<file path="src/rtl/flash_host_pkg.sv">
// Purpose: constants and carrier types for the parallel flash bus controller
// Assumes: 40 MHz mclk, 17-bit address, 8-bit data
// Notes: unlock addresses and command bytes are plain defaults, set for the target part
`default_nettype none
package flash_host_pkg;
	localparam int ADDR_W = 17;
	localparam int DATA_W = 8;
	localparam int SECTOR_HI = 16;
	localparam int SECTOR_LO = 14;
	localparam int CLK_PERIOD_NS = 25;
	// access and pulse times, in ns
	localparam int T_ACCESS_NS = 45;
	localparam int T_WPULSE_NS = 35;
	localparam int T_RECOVER_NS = 20;
	localparam int T_SETUP_NS = 10;
	localparam int T_GLITCH_NS = 5;
	localparam int ACCESS_CYC = (T_ACCESS_NS + CLK_PERIOD_NS - 1) / CLK_PERIOD_NS + 1;
	localparam int WPULSE_CYC = (T_WPULSE_NS + CLK_PERIOD_NS - 1) / CLK_PERIOD_NS;
	localparam int RECOVER_CYC = (T_RECOVER_NS + CLK_PERIOD_NS - 1) / CLK_PERIOD_NS;
	localparam int SETUP_CYC = (T_SETUP_NS + CLK_PERIOD_NS - 1) / CLK_PERIOD_NS;
	localparam int GLITCH_CYC = (T_GLITCH_NS + CLK_PERIOD_NS - 1) / CLK_PERIOD_NS;
	localparam logic [7:0] CNT_ZERO = 8'h00;
	// command sequence values
	localparam logic [16:0] UNLOCK_ADDR1 = 17'h00555;
	localparam logic [16:0] UNLOCK_ADDR2 = 17'h002AA;
	localparam logic [7:0] UNLOCK_DATA1 = 8'hAA;
	localparam logic [7:0] UNLOCK_DATA2 = 8'h55;
	localparam logic [7:0] CMD_AUTOSEL = 8'h90;
	localparam logic [7:0] CMD_PROGRAM = 8'hA0;
	localparam logic [7:0] CMD_ERASE_SETUP = 8'h80;
	localparam logic [7:0] CMD_CHIP_ERASE = 8'h10;
	localparam logic [7:0] CMD_SECTOR_ERASE = 8'h30;
	localparam logic [7:0] CMD_RESET = 8'hF0;
	localparam logic [16:0] ID_MFR_ADDR = 17'h00000;
	localparam logic [16:0] ID_DEV_ADDR = 17'h00001;
	localparam logic [16:0] ID_PROT_OFS = 17'h00002;
	localparam logic [2:0] SECT_ZERO = 3'h0;
	// host operations
	typedef enum logic [2:0] {
		OP_READ = 3'h0, OP_PROGRAM = 3'h1, OP_SECT_ERASE = 3'h2, OP_CHIP_ERASE = 3'h3,
		OP_ID_MFR = 3'h4, OP_ID_DEV = 3'h5, OP_PROT_CHECK = 3'h6, OP_RESET = 3'h7
	} op_t;
	typedef struct packed {
		op_t op;
		logic [16:0] addr;
		logic [7:0] data;
	} req_t;
	// pin group toward the flash
	typedef struct packed {
		logic ce_n;
		logic oe_n;
		logic we_n;
		logic [16:0] addr;
		logic [7:0] dq_out;
		logic dq_oe;
	} pins_t;
endpackage : flash_host_pkg
`default_nettype wire

</file>
<file path="src/rtl/flash_bus_command_front_end.sv">
// Purpose: host controller that drives a 128K x 8 flash through its asynchronous pins
// Assumes: pins synchronous to mclk; one request at a time; device finishes its own operations
// Notes: program/erase requests are sequenced with unlock cycles; status polling is left to the user
`default_nettype none
module flash_bus_command_front_end
	import flash_host_pkg::*;
(
	// clock and reset
	input wire logic mclk,
	input wire logic resetn,
	// user request
	input wire flash_host_pkg::req_t req,
	input wire logic req_valid,
	output logic req_ready,
	output logic [7:0] rsp_data,
	output logic rsp_valid,
	// flash pins
	output flash_host_pkg::pins_t pins,
	input wire logic [7:0] dq_in
);
	import flash_host_pkg::*;

	typedef enum logic [2:0] {
		ST_IDLE = 3'b000, ST_SETUP = 3'b001, ST_PULSE = 3'b011, ST_RECOVER = 3'b010,
		ST_READ = 3'b110, ST_DONE = 3'b111
	} state_t;

	// one step of a command sequence: address/data of cycle idx, or the reset write for idx 6 and above
	function automatic logic [24:0] seq_step(input req_t r, input logic [2:0] idx);
		logic [16:0] sect;
		sect = {r.addr[SECTOR_HI:SECTOR_LO], 14'h0000};
		case (idx)
			3'h0: seq_step = {UNLOCK_ADDR1, UNLOCK_DATA1};
			3'h1: seq_step = {UNLOCK_ADDR2, UNLOCK_DATA2};
			3'h2: begin
				case (r.op)
					OP_PROGRAM: seq_step = {UNLOCK_ADDR1, CMD_PROGRAM};
					OP_SECT_ERASE, OP_CHIP_ERASE: seq_step = {UNLOCK_ADDR1, CMD_ERASE_SETUP};
					default: seq_step = {UNLOCK_ADDR1, CMD_AUTOSEL};
				endcase
			end
			3'h3: begin
				if (r.op == OP_PROGRAM) begin
					seq_step = {r.addr, r.data};
				end else begin
					seq_step = {UNLOCK_ADDR1, UNLOCK_DATA1};
				end
			end
			3'h4: seq_step = {UNLOCK_ADDR2, UNLOCK_DATA2};
			3'h5: begin
				if (r.op == OP_CHIP_ERASE) begin
					seq_step = {UNLOCK_ADDR1, CMD_CHIP_ERASE};
				end else begin
					seq_step = {sect, CMD_SECTOR_ERASE};
				end
			end
			default: seq_step = {17'h00000, CMD_RESET};
		endcase
	endfunction

	// number of write cycles per operation; zero means a plain read
	function automatic logic [2:0] seq_len(input op_t op);
		case (op)
			OP_READ: seq_len = 3'h0;
			OP_RESET: seq_len = 3'h1;
			OP_PROGRAM: seq_len = 3'h4;
			OP_SECT_ERASE, OP_CHIP_ERASE: seq_len = 3'h6;
			default: seq_len = 3'h3;
		endcase
	endfunction

	state_t state_r, state_nxt;
	req_t req_r, req_nxt;
	pins_t pins_r, pins_nxt;
	logic [2:0] idx_r, idx_nxt;
	logic [7:0] cnt_r, cnt_nxt;
	logic [7:0] rsp_data_r, rsp_data_nxt;
	logic rsp_valid_r, rsp_valid_nxt;
	logic ready_r;
	logic [16:0] rd_addr;

	// address of the closing read for identifier operations
	always_comb begin
		case (req_r.op)
			OP_ID_MFR: rd_addr = ID_MFR_ADDR;
			OP_ID_DEV: rd_addr = ID_DEV_ADDR;
			OP_PROT_CHECK: rd_addr = {req_r.addr[SECTOR_HI:SECTOR_LO], 14'h0000} | ID_PROT_OFS;
			default: rd_addr = req_r.addr;
		endcase
	end

	// sequencer: each write cycle is setup, pulse, recover; then an optional read
	always_comb begin
		state_nxt = state_r;
		req_nxt = req_r;
		pins_nxt = pins_r;
		idx_nxt = idx_r;
		rsp_data_nxt = rsp_data_r;
		rsp_valid_nxt = 1'b0;
		cnt_nxt = (cnt_r == CNT_ZERO) ? CNT_ZERO : cnt_r - 8'h01;
		case (state_r)
			ST_IDLE: begin
				pins_nxt.ce_n = 1'b1;
				pins_nxt.oe_n = 1'b1;
				pins_nxt.we_n = 1'b1;
				pins_nxt.dq_oe = 1'b0;
				// ready is low on the first edge after reset, so a request there is refused
				if (req_valid && ready_r) begin
					req_nxt = req;
					idx_nxt = 3'h0;
					cnt_nxt = 8'(SETUP_CYC);
					state_nxt = (seq_len(req.op) == 3'h0) ? ST_READ : ST_SETUP;
					if (seq_len(req.op) == 3'h0) begin
						// read: chip enable and output gate low, write enable high
						pins_nxt.addr = req.addr;
						pins_nxt.ce_n = 1'b0;
						pins_nxt.oe_n = 1'b0;
						cnt_nxt = 8'(ACCESS_CYC);
					end
				end
			end
			ST_SETUP: begin
				// address and data settle with output gate high before the pulse
				{pins_nxt.addr, pins_nxt.dq_out} = seq_step(req_r, idx_r);
				pins_nxt.dq_oe = 1'b1;
				pins_nxt.oe_n = 1'b1;
				pins_nxt.ce_n = 1'b0;
				if (cnt_r == CNT_ZERO) begin
					pins_nxt.we_n = 1'b0;
					cnt_nxt = 8'(WPULSE_CYC);
					state_nxt = ST_PULSE;
				end
			end
			ST_PULSE: begin
				// pulse is held well past the glitch filter width
				if (cnt_r == CNT_ZERO) begin
					pins_nxt.we_n = 1'b1;
					cnt_nxt = 8'(RECOVER_CYC);
					state_nxt = ST_RECOVER;
				end
			end
			ST_RECOVER: begin
				if (cnt_r == CNT_ZERO) begin
					pins_nxt.ce_n = 1'b1;
					pins_nxt.dq_oe = 1'b0;
					idx_nxt = idx_r + 3'h1;
					if (idx_r + 3'h1 < seq_len(req_r.op)) begin
						cnt_nxt = 8'(SETUP_CYC);
						state_nxt = ST_SETUP;
					end else if (req_r.op inside {OP_ID_MFR, OP_ID_DEV, OP_PROT_CHECK}) begin
						pins_nxt.addr = rd_addr;
						pins_nxt.ce_n = 1'b0;
						pins_nxt.oe_n = 1'b0;
						cnt_nxt = 8'(ACCESS_CYC);
						state_nxt = ST_READ;
					end else begin
						state_nxt = ST_DONE;
					end
				end
			end
			ST_READ: begin
				if (cnt_r == CNT_ZERO) begin
					rsp_data_nxt = dq_in;
					rsp_valid_nxt = 1'b1;
					pins_nxt.ce_n = 1'b1;
					pins_nxt.oe_n = 1'b1;
					// identifier reads leave autoselect by writing reset
					if (req_r.op inside {OP_ID_MFR, OP_ID_DEV, OP_PROT_CHECK}) begin
						req_nxt.op = OP_RESET;
						idx_nxt = 3'h6;
						cnt_nxt = 8'(SETUP_CYC);
						state_nxt = ST_SETUP;
					end else begin
						state_nxt = ST_DONE;
					end
				end
			end
			ST_DONE: begin
				if (req_r.op != OP_READ && req_r.op inside {OP_PROGRAM, OP_SECT_ERASE, OP_CHIP_ERASE, OP_RESET}) begin
					rsp_valid_nxt = 1'b1;
					rsp_data_nxt = 8'h00;
				end
				state_nxt = ST_IDLE;
			end
			default: state_nxt = ST_IDLE;
		endcase
		// reset sequence is one cycle starting at index 6
		if (state_r == ST_IDLE && req_valid && ready_r && req.op == OP_RESET) begin
			idx_nxt = 3'h6;
		end
	end

	// registers; pins come up idle, so power-up never looks like a write
	always_ff @(posedge mclk or negedge resetn) begin
		if (!resetn) begin
			state_r <= ST_IDLE;
			req_r <= '0;
			pins_r <= '{ce_n: 1'b1, oe_n: 1'b1, we_n: 1'b1, addr: 17'h00000, dq_out: 8'h00, dq_oe: 1'b0};
			idx_r <= 3'h0;
			cnt_r <= CNT_ZERO;
			rsp_data_r <= 8'h00;
			rsp_valid_r <= 1'b0;
		end else begin
			state_r <= state_nxt;
			req_r <= req_nxt;
			pins_r <= pins_nxt;
			idx_r <= idx_nxt;
			cnt_r <= cnt_nxt;
			rsp_data_r <= rsp_data_nxt;
			rsp_valid_r <= rsp_valid_nxt;
		end
	end

	// ready is registered from the next state, so it matches the state register after the first edge
	always_ff @(posedge mclk or negedge resetn) begin
		if (!resetn) begin
			ready_r <= 1'b0;
		end else begin
			ready_r <= (state_nxt == ST_IDLE);
		end
	end
	assign req_ready = ready_r;
	assign pins = pins_r;
	assign rsp_data = rsp_data_r;
	assign rsp_valid = rsp_valid_r;

	// checks on the pin discipline and the response handshake, plus cover points for the main sequences
	chk_write_oe_high: assert property (@(posedge mclk) disable iff (!resetn)
		!pins_r.we_n |-> (pins_r.oe_n && !pins_r.ce_n)) else $error("write with bad control levels");
	chk_pulse_width: assert property (@(posedge mclk) disable iff (!resetn)
		$fell(pins_r.we_n) |=> !pins_r.we_n) else $error("write pulse too short");
	chk_read_we_high: assert property (@(posedge mclk) disable iff (!resetn)
		!pins_r.oe_n |-> (pins_r.we_n && !pins_r.ce_n && !pins_r.dq_oe)) else $error("read with bad levels");
	chk_access_wait: assert property (@(posedge mclk) disable iff (!resetn)
		$fell(pins_r.oe_n) |-> !rsp_valid_r[*3]) else $error("read data taken early");
	chk_standby_float: assert property (@(posedge mclk) disable iff (!resetn)
		pins_r.ce_n |-> (!pins_r.dq_oe && pins_r.we_n)) else $error("drive in standby");
	chk_drive_stable: assert property (@(posedge mclk) disable iff (!resetn)
		!pins_r.we_n && $past(!pins_r.we_n) |-> $stable(pins_r.dq_out) && $stable(pins_r.addr)) else $error("bus moved in pulse");
	chk_done_in_time: assert property (@(posedge mclk) disable iff (!resetn)
		(state_r == ST_READ && cnt_r == CNT_ZERO) |=> rsp_valid_r) else $error("read answer missing");
	chk_idle_ready: assert property (@(posedge mclk) disable iff (!resetn)
		rsp_valid_r |-> ##[1:40] req_ready) else $error("controller stuck");
	cov_program: cover property (@(posedge mclk) disable iff (!resetn) state_r == ST_SETUP && req_r.op == OP_PROGRAM && idx_r == 3'h3);
	cov_chip_erase: cover property (@(posedge mclk) disable iff (!resetn) state_r == ST_SETUP && req_r.op == OP_CHIP_ERASE && idx_r == 3'h5);
	cov_id_read: cover property (@(posedge mclk) disable iff (!resetn) rsp_valid_r && state_r == ST_SETUP);
	cov_array_read: cover property (@(posedge mclk) disable iff (!resetn) rsp_valid_r && req_r.op == OP_READ);
endmodule // flash_bus_command_front_end
`default_nettype wire

</file>
<file path="config.mk">
export PLATFORM = sky130hd
export DESIGN_NAME = flash_bus_command_front_end
export DESIGN_NICKNAME = d
export VERILOG_FILES = /design/src/rtl/flash_host_pkg.sv /design/src/rtl/flash_bus_command_front_end.sv
export SDC_FILE = /design/constraint.sdc
export NUM_CORES = 1
export LEC_CHECK = 0
export BUFFER_PORTS_ARGS = -buffer_cell sky130_fd_sc_hd__buf_4
export CELL_PAD_IN_SITES_DETAIL_PLACEMENT = 1
export CELL_PAD_IN_SITES_GLOBAL_PLACEMENT = 2
export CORE_MARGIN = 1
export CORE_UTILIZATION = 31
export DETAILED_ROUTE_END_ITERATION = 7
export PLACE_DENSITY_LB_ADDON = 0.05
export SLEW_MARGIN = 10
export SYNTH_ARGS = -nofsm -noshare
export SYNTH_HDL_FRONTEND = slang
export SYNTH_SLANG_ARGS = --single-unit
</file>
<file path="constraint.sdc">
create_clock -name mclk -period 2.6 [get_ports mclk]
set_input_delay 0 -clock mclk [delete_from_list [all_inputs] [get_ports mclk]]
set_output_delay 0 -clock mclk [all_outputs]
set_load 0.02 [all_outputs]
</file>
==> summary.log <==
qor: global_routing.antenna_found_initial 0
qor: cells_and_area.layoutNonFillerInstCount 754
qor: critical_path.rr_worst_depth 11
qor: drt.dr_total_vias 3782
qor: clock_tree.cts-buffers-inserted 9
qor: cells_and_area.finish.net_count 625
qor: clock_tree.clockBufferDepth 2
qor: global_routing.grt_pass1_vias 3952
qor: drt.dr.pass1.iters 4
qor: drt.first_iter_violations 124
qor: critical_path.critPathCaptureType register
qor: power_and_ir_drop.leakage 2.85 nW
qor: cells_and_area.final_area 0.00586 mm2
qor: clock_tree.cts-root-buf sky130_fd_sc_hd__clkbuf_16
qor: hold_path.hold_class primary input to register
qor: clock_tree.tritoncts yes
qor: critical_path.cp-start-kind register
qor: yosys.asyncSetResetFlopFracSynth 100%
qor: yosys.post_synth_design_cell_area 0.00412 mm2
qor: drt.drcViolationCount 0
qor: floorplanning.ios 78
qor: critical_path.worst_ep_arrival_time 2.77 ns
qor: global_routing.globalRouteMet3Util 4.07%
qor: placement.buffer_ports.inserted 77
qor: timing.tns 0 ns
qor: timing.min_period_over_period 98.2%
qor: yosys.ys_warn_count 0
qor: yosys.flip_flop_cell_with_the_highest_count_after_synthesis sky130_fd_sc_hd__dfrtp_1
qor: placement.placed_area 0.00503 mm2
qor: floorplanning.design.die.area 0.0137 mm2
qor: cells_and_area.flow.area_growth_from_synthesis 42.4%
qor: timing.tightestPinTransition 0.550 ns
qor: drt.post_drt_wl_per_cell 16.8 um
qor: global_routing.top_usage_layer_grt met2
qor: timing.min_period 2.55 ns
qor: yosys.ys_ff_latch 81
qor: placement.dpl_worst_slack 0.0220 ns
qor: yosys.synthDistinctLibCells 58
qor: critical_path.cp_max_fo 4
qor: timing.achievable-frequency 0.392 GHz
qor: drt.antenna_violating_nets_post_route 0
qor: clock_tree.clk-insertion-delay-late 0.34 ns
qor: critical_path.critical_path_required 2.82 ns
qor: global_routing.grt_first_pass_wirelength 20.4 mm
qor: global_routing.grt_max_degree 31
qor: timing.slew_headroom 63.0%
qor: floorplanning.die_height 117 um
qor: yosys.mean_instance_size_in_the_synthesized_netlist 9.37 um2
qor: floorplanning.core_area 0.0128 mm2
qor: timing.report.final.setup_viol 0
qor: hold_path.min_delay_path_depth 3
qor: global_routing.globalRouteOverflowTotal 0
qor: drt.totalWireLength 12.7 mm
qor: yosys.synth_edf_count 0
qor: drt.routed_via_density 5.02
qor: placement.detailed_place_hpwl 8.62 mm
qor: placement.finalWeightedCongestion 0.762
qor: timing.maxSlewViolCount 0
qor: placement.numPlacedInstances 694
qor: floorplanning.row_count 41
qor: global_routing.grtUsageTotal 19.9%
qor: timing.rsz0062_at_grt true
qor: critical_path.path_class register to register
qor: timing.skew 0.00662 ns
qor: clock_tree.cts_clk_pin_slew_worst_paths 0.06 ns
qor: timing.setup_slack 0.0477 ns
qor: run_status.status complete, no violations
qor: yosys.synth_seq_area_share 49.3%
qor: floorplanning.initial_utilization 32.2%
qor: global_routing.use_met1 25.4%
qor: global_routing.grt_util_met2 33.3%
qor: yosys.synthesis.nets 487
qor: power_and_ir_drop.ir_drop 0.311 mV
qor: job.timing.max_cap.violations 0
qor: cells_and_area.antenna_cells_inserted 0
qor: floorplanning.floorplan.die.width 117 um
qor: timing.report.final.hold_viol_count 0
qor: clock_tree.cts.sink_count 81
qor: clock_tree.htreeDepth 3
qor: yosys.syn_inst 439
qor: power_and_ir_drop.powerDensity 474 mW/mm2
qor: cells_and_area.drive_above_1_share 27.0%
==> synth_stat cells (4+ instances only) <==
cell	number	area [um2]
sky130_fd_sc_hd__a21o_1	7	52.6
sky130_fd_sc_hd__a21oi_1	22	110
sky130_fd_sc_hd__a221o_1	11	110
sky130_fd_sc_hd__a22o_1	7	61.3
sky130_fd_sc_hd__a31oi_1	6	37.5
sky130_fd_sc_hd__buf_2	8	40.0
sky130_fd_sc_hd__clkbuf_1	12	45.0
sky130_fd_sc_hd__dfrtp_1	78	1950
sky130_fd_sc_hd__ha_1	9	113
sky130_fd_sc_hd__inv_1	11	41.3
sky130_fd_sc_hd__mux2_2	9	101
sky130_fd_sc_hd__mux2_4	9	135
sky130_fd_sc_hd__nand2_1	114	428
sky130_fd_sc_hd__nand2b_1	4	25.0
sky130_fd_sc_hd__nand3_1	9	45.0
sky130_fd_sc_hd__nor2_1	26	97.6
sky130_fd_sc_hd__nor2b_1	5	31.3
sky130_fd_sc_hd__nor3_1	12	60.1
sky130_fd_sc_hd__o21ai_0	29	145
==> placed cells by master (no fill, tap or decap), drive strengths merged, types with 2 or more instances in the layout <==
| cell | instances |
|---|---|
| nand2 | 115 |
| buf | 108 |
| dfrtp | 78 |
| dlygate4sd3 | 39 |
| o21ai | 31 |
| nor2 | 26 |
| a21oi | 22 |
| mux2 | 18 |
| clkbuf | 16 |
| nor3 | 12 |
| a221o | 11 |
| inv | 11 |
| nand3 | 9 |
| ha | 9 |
| a21o | 7 |
| a22o | 7 |
| a31oi | 6 |
| nor2b | 5 |
| nand2b | 4 |
| nor4 | 3 |
| o31ai | 3 |
| dfstp | 3 |
| or3 | 3 |
| nor3b | 2 |
| and2 | 2 |
| xnor2 | 2 |
| a32oi | 2 |
| a211oi | 2 |
| bufinv | 2 |
| or3b | 2 |
==> power by group <==
part / internal (mW) / switching [mW] / total (mW) / leakage (nW)
registers: 1.26 / 0 / 1.26 / 0.992
logic: 0.0759 / 0.0502 / 0.126 / 1.70
clock network: 0.895 / 0.495 / 1.39 / 0.157
total: 2.23 / 0.545 / 2.78 / 2.85
==> cells by family after synthesis <==
group                    after synthesis  share of synthesized area (%)
flip-flops                            81                           49.3
adder cells (fa/ha/maj)                9                           2.74
AO/OA/AOI/OAI                        108                           18.1
XOR/XNOR                               3                          0.639
buffers and inverters                 33                           3.65
AND/OR/NAND/NOR                      186                           19.5
multiplexers                          19                           5.99
==> worst max-delay path, stage by stage, from the launching register on <==
cell	delay, ns
sky130_fd_sc_hd__dfrtp_1	0.38
sky130_fd_sc_hd__ha_2	0.20
sky130_fd_sc_hd__ha_4	0.26
sky130_fd_sc_hd__inv_2	0.04
sky130_fd_sc_hd__ha_4	0.26
sky130_fd_sc_hd__a21o_1	0.11
sky130_fd_sc_hd__a31oi_2	0.05
sky130_fd_sc_hd__or3_4	0.37
sky130_fd_sc_hd__o21ai_4	0.15
sky130_fd_sc_hd__buf_12	0.14
sky130_fd_sc_hd__clkbuf_16	0.14
sky130_fd_sc_hd__mux2_2	0.33
==> routing by layer <==
layer  share of wire [%]  routed length [um]  up-vias
met5                   0                   0        -
met4                 1.6                 199        0
met3                 3.1                 394       14
met2                  48                6140       58
met1                  47                5960     1905
li1                    -                   -     1805
==> final timing paths <==
path / from / endpoint / slack [ns]
min in group asynchronous: resetn / rsp_data[6]$_DFFE_PN0P_ / 0.15
worst max-delay path: idx_r[0]$_DFFE_PN0P_ / pins[20]$_DFFE_PN0P_ / 0.05
worst min-delay path: req_valid / req_r[27]$_DFFE_PN0P_ / 0.01
worst max register to register: idx_r[0]$_DFFE_PN0P_ / pins[20]$_DFFE_PN0P_ / 0.05
worst min register to register: req_r[17]$_DFFE_PN0P_ / req_r[17]$_DFFE_PN0P_ / 0.47
max in group asynchronous: resetn / pins[28]$_DFFE_PN1P_ / 1.68
==> repair_timing <==
item | CTS | global route
hold endpoints to repair | 64 | 0
gates resized for setup | 0 | 5
endpoints found under the setup margin | 0 | 17
hold buffers | 39 | 0
buffers inserted | 0 | 2
==> cell type report <==
cell class              count  area, um2
well taps                 172        215
inverters                  11       41.3
repair buffers            149       1280
flip-flops and latches     81       2030
clock inverters             2       60.1
multi-input cells         325       1970
fillers                  1457       6910
clock buffers              14        264
==> state kept, by name (all words and copies together) (netlist names) <==
name,cells
rsp_data,8
idx_r,3
req_r,28
state_r,3
pins,29
cnt_r,8
req_ready,1
rsp_valid,1
==> per-stage QoR <==
stage                     util (%)  hold slack [ns]  power [mW]
after floorplan                  -           -0.296        1.29
after global placement        39.4          -0.0236        1.37
after detailed placement      39.4          -0.0214        1.37
after CTS                     45.0           0.0119        2.82
after global routing          45.9           0.0544        2.88
final                         45.9           0.0130        2.78
(Power assumes the default switching activity.)
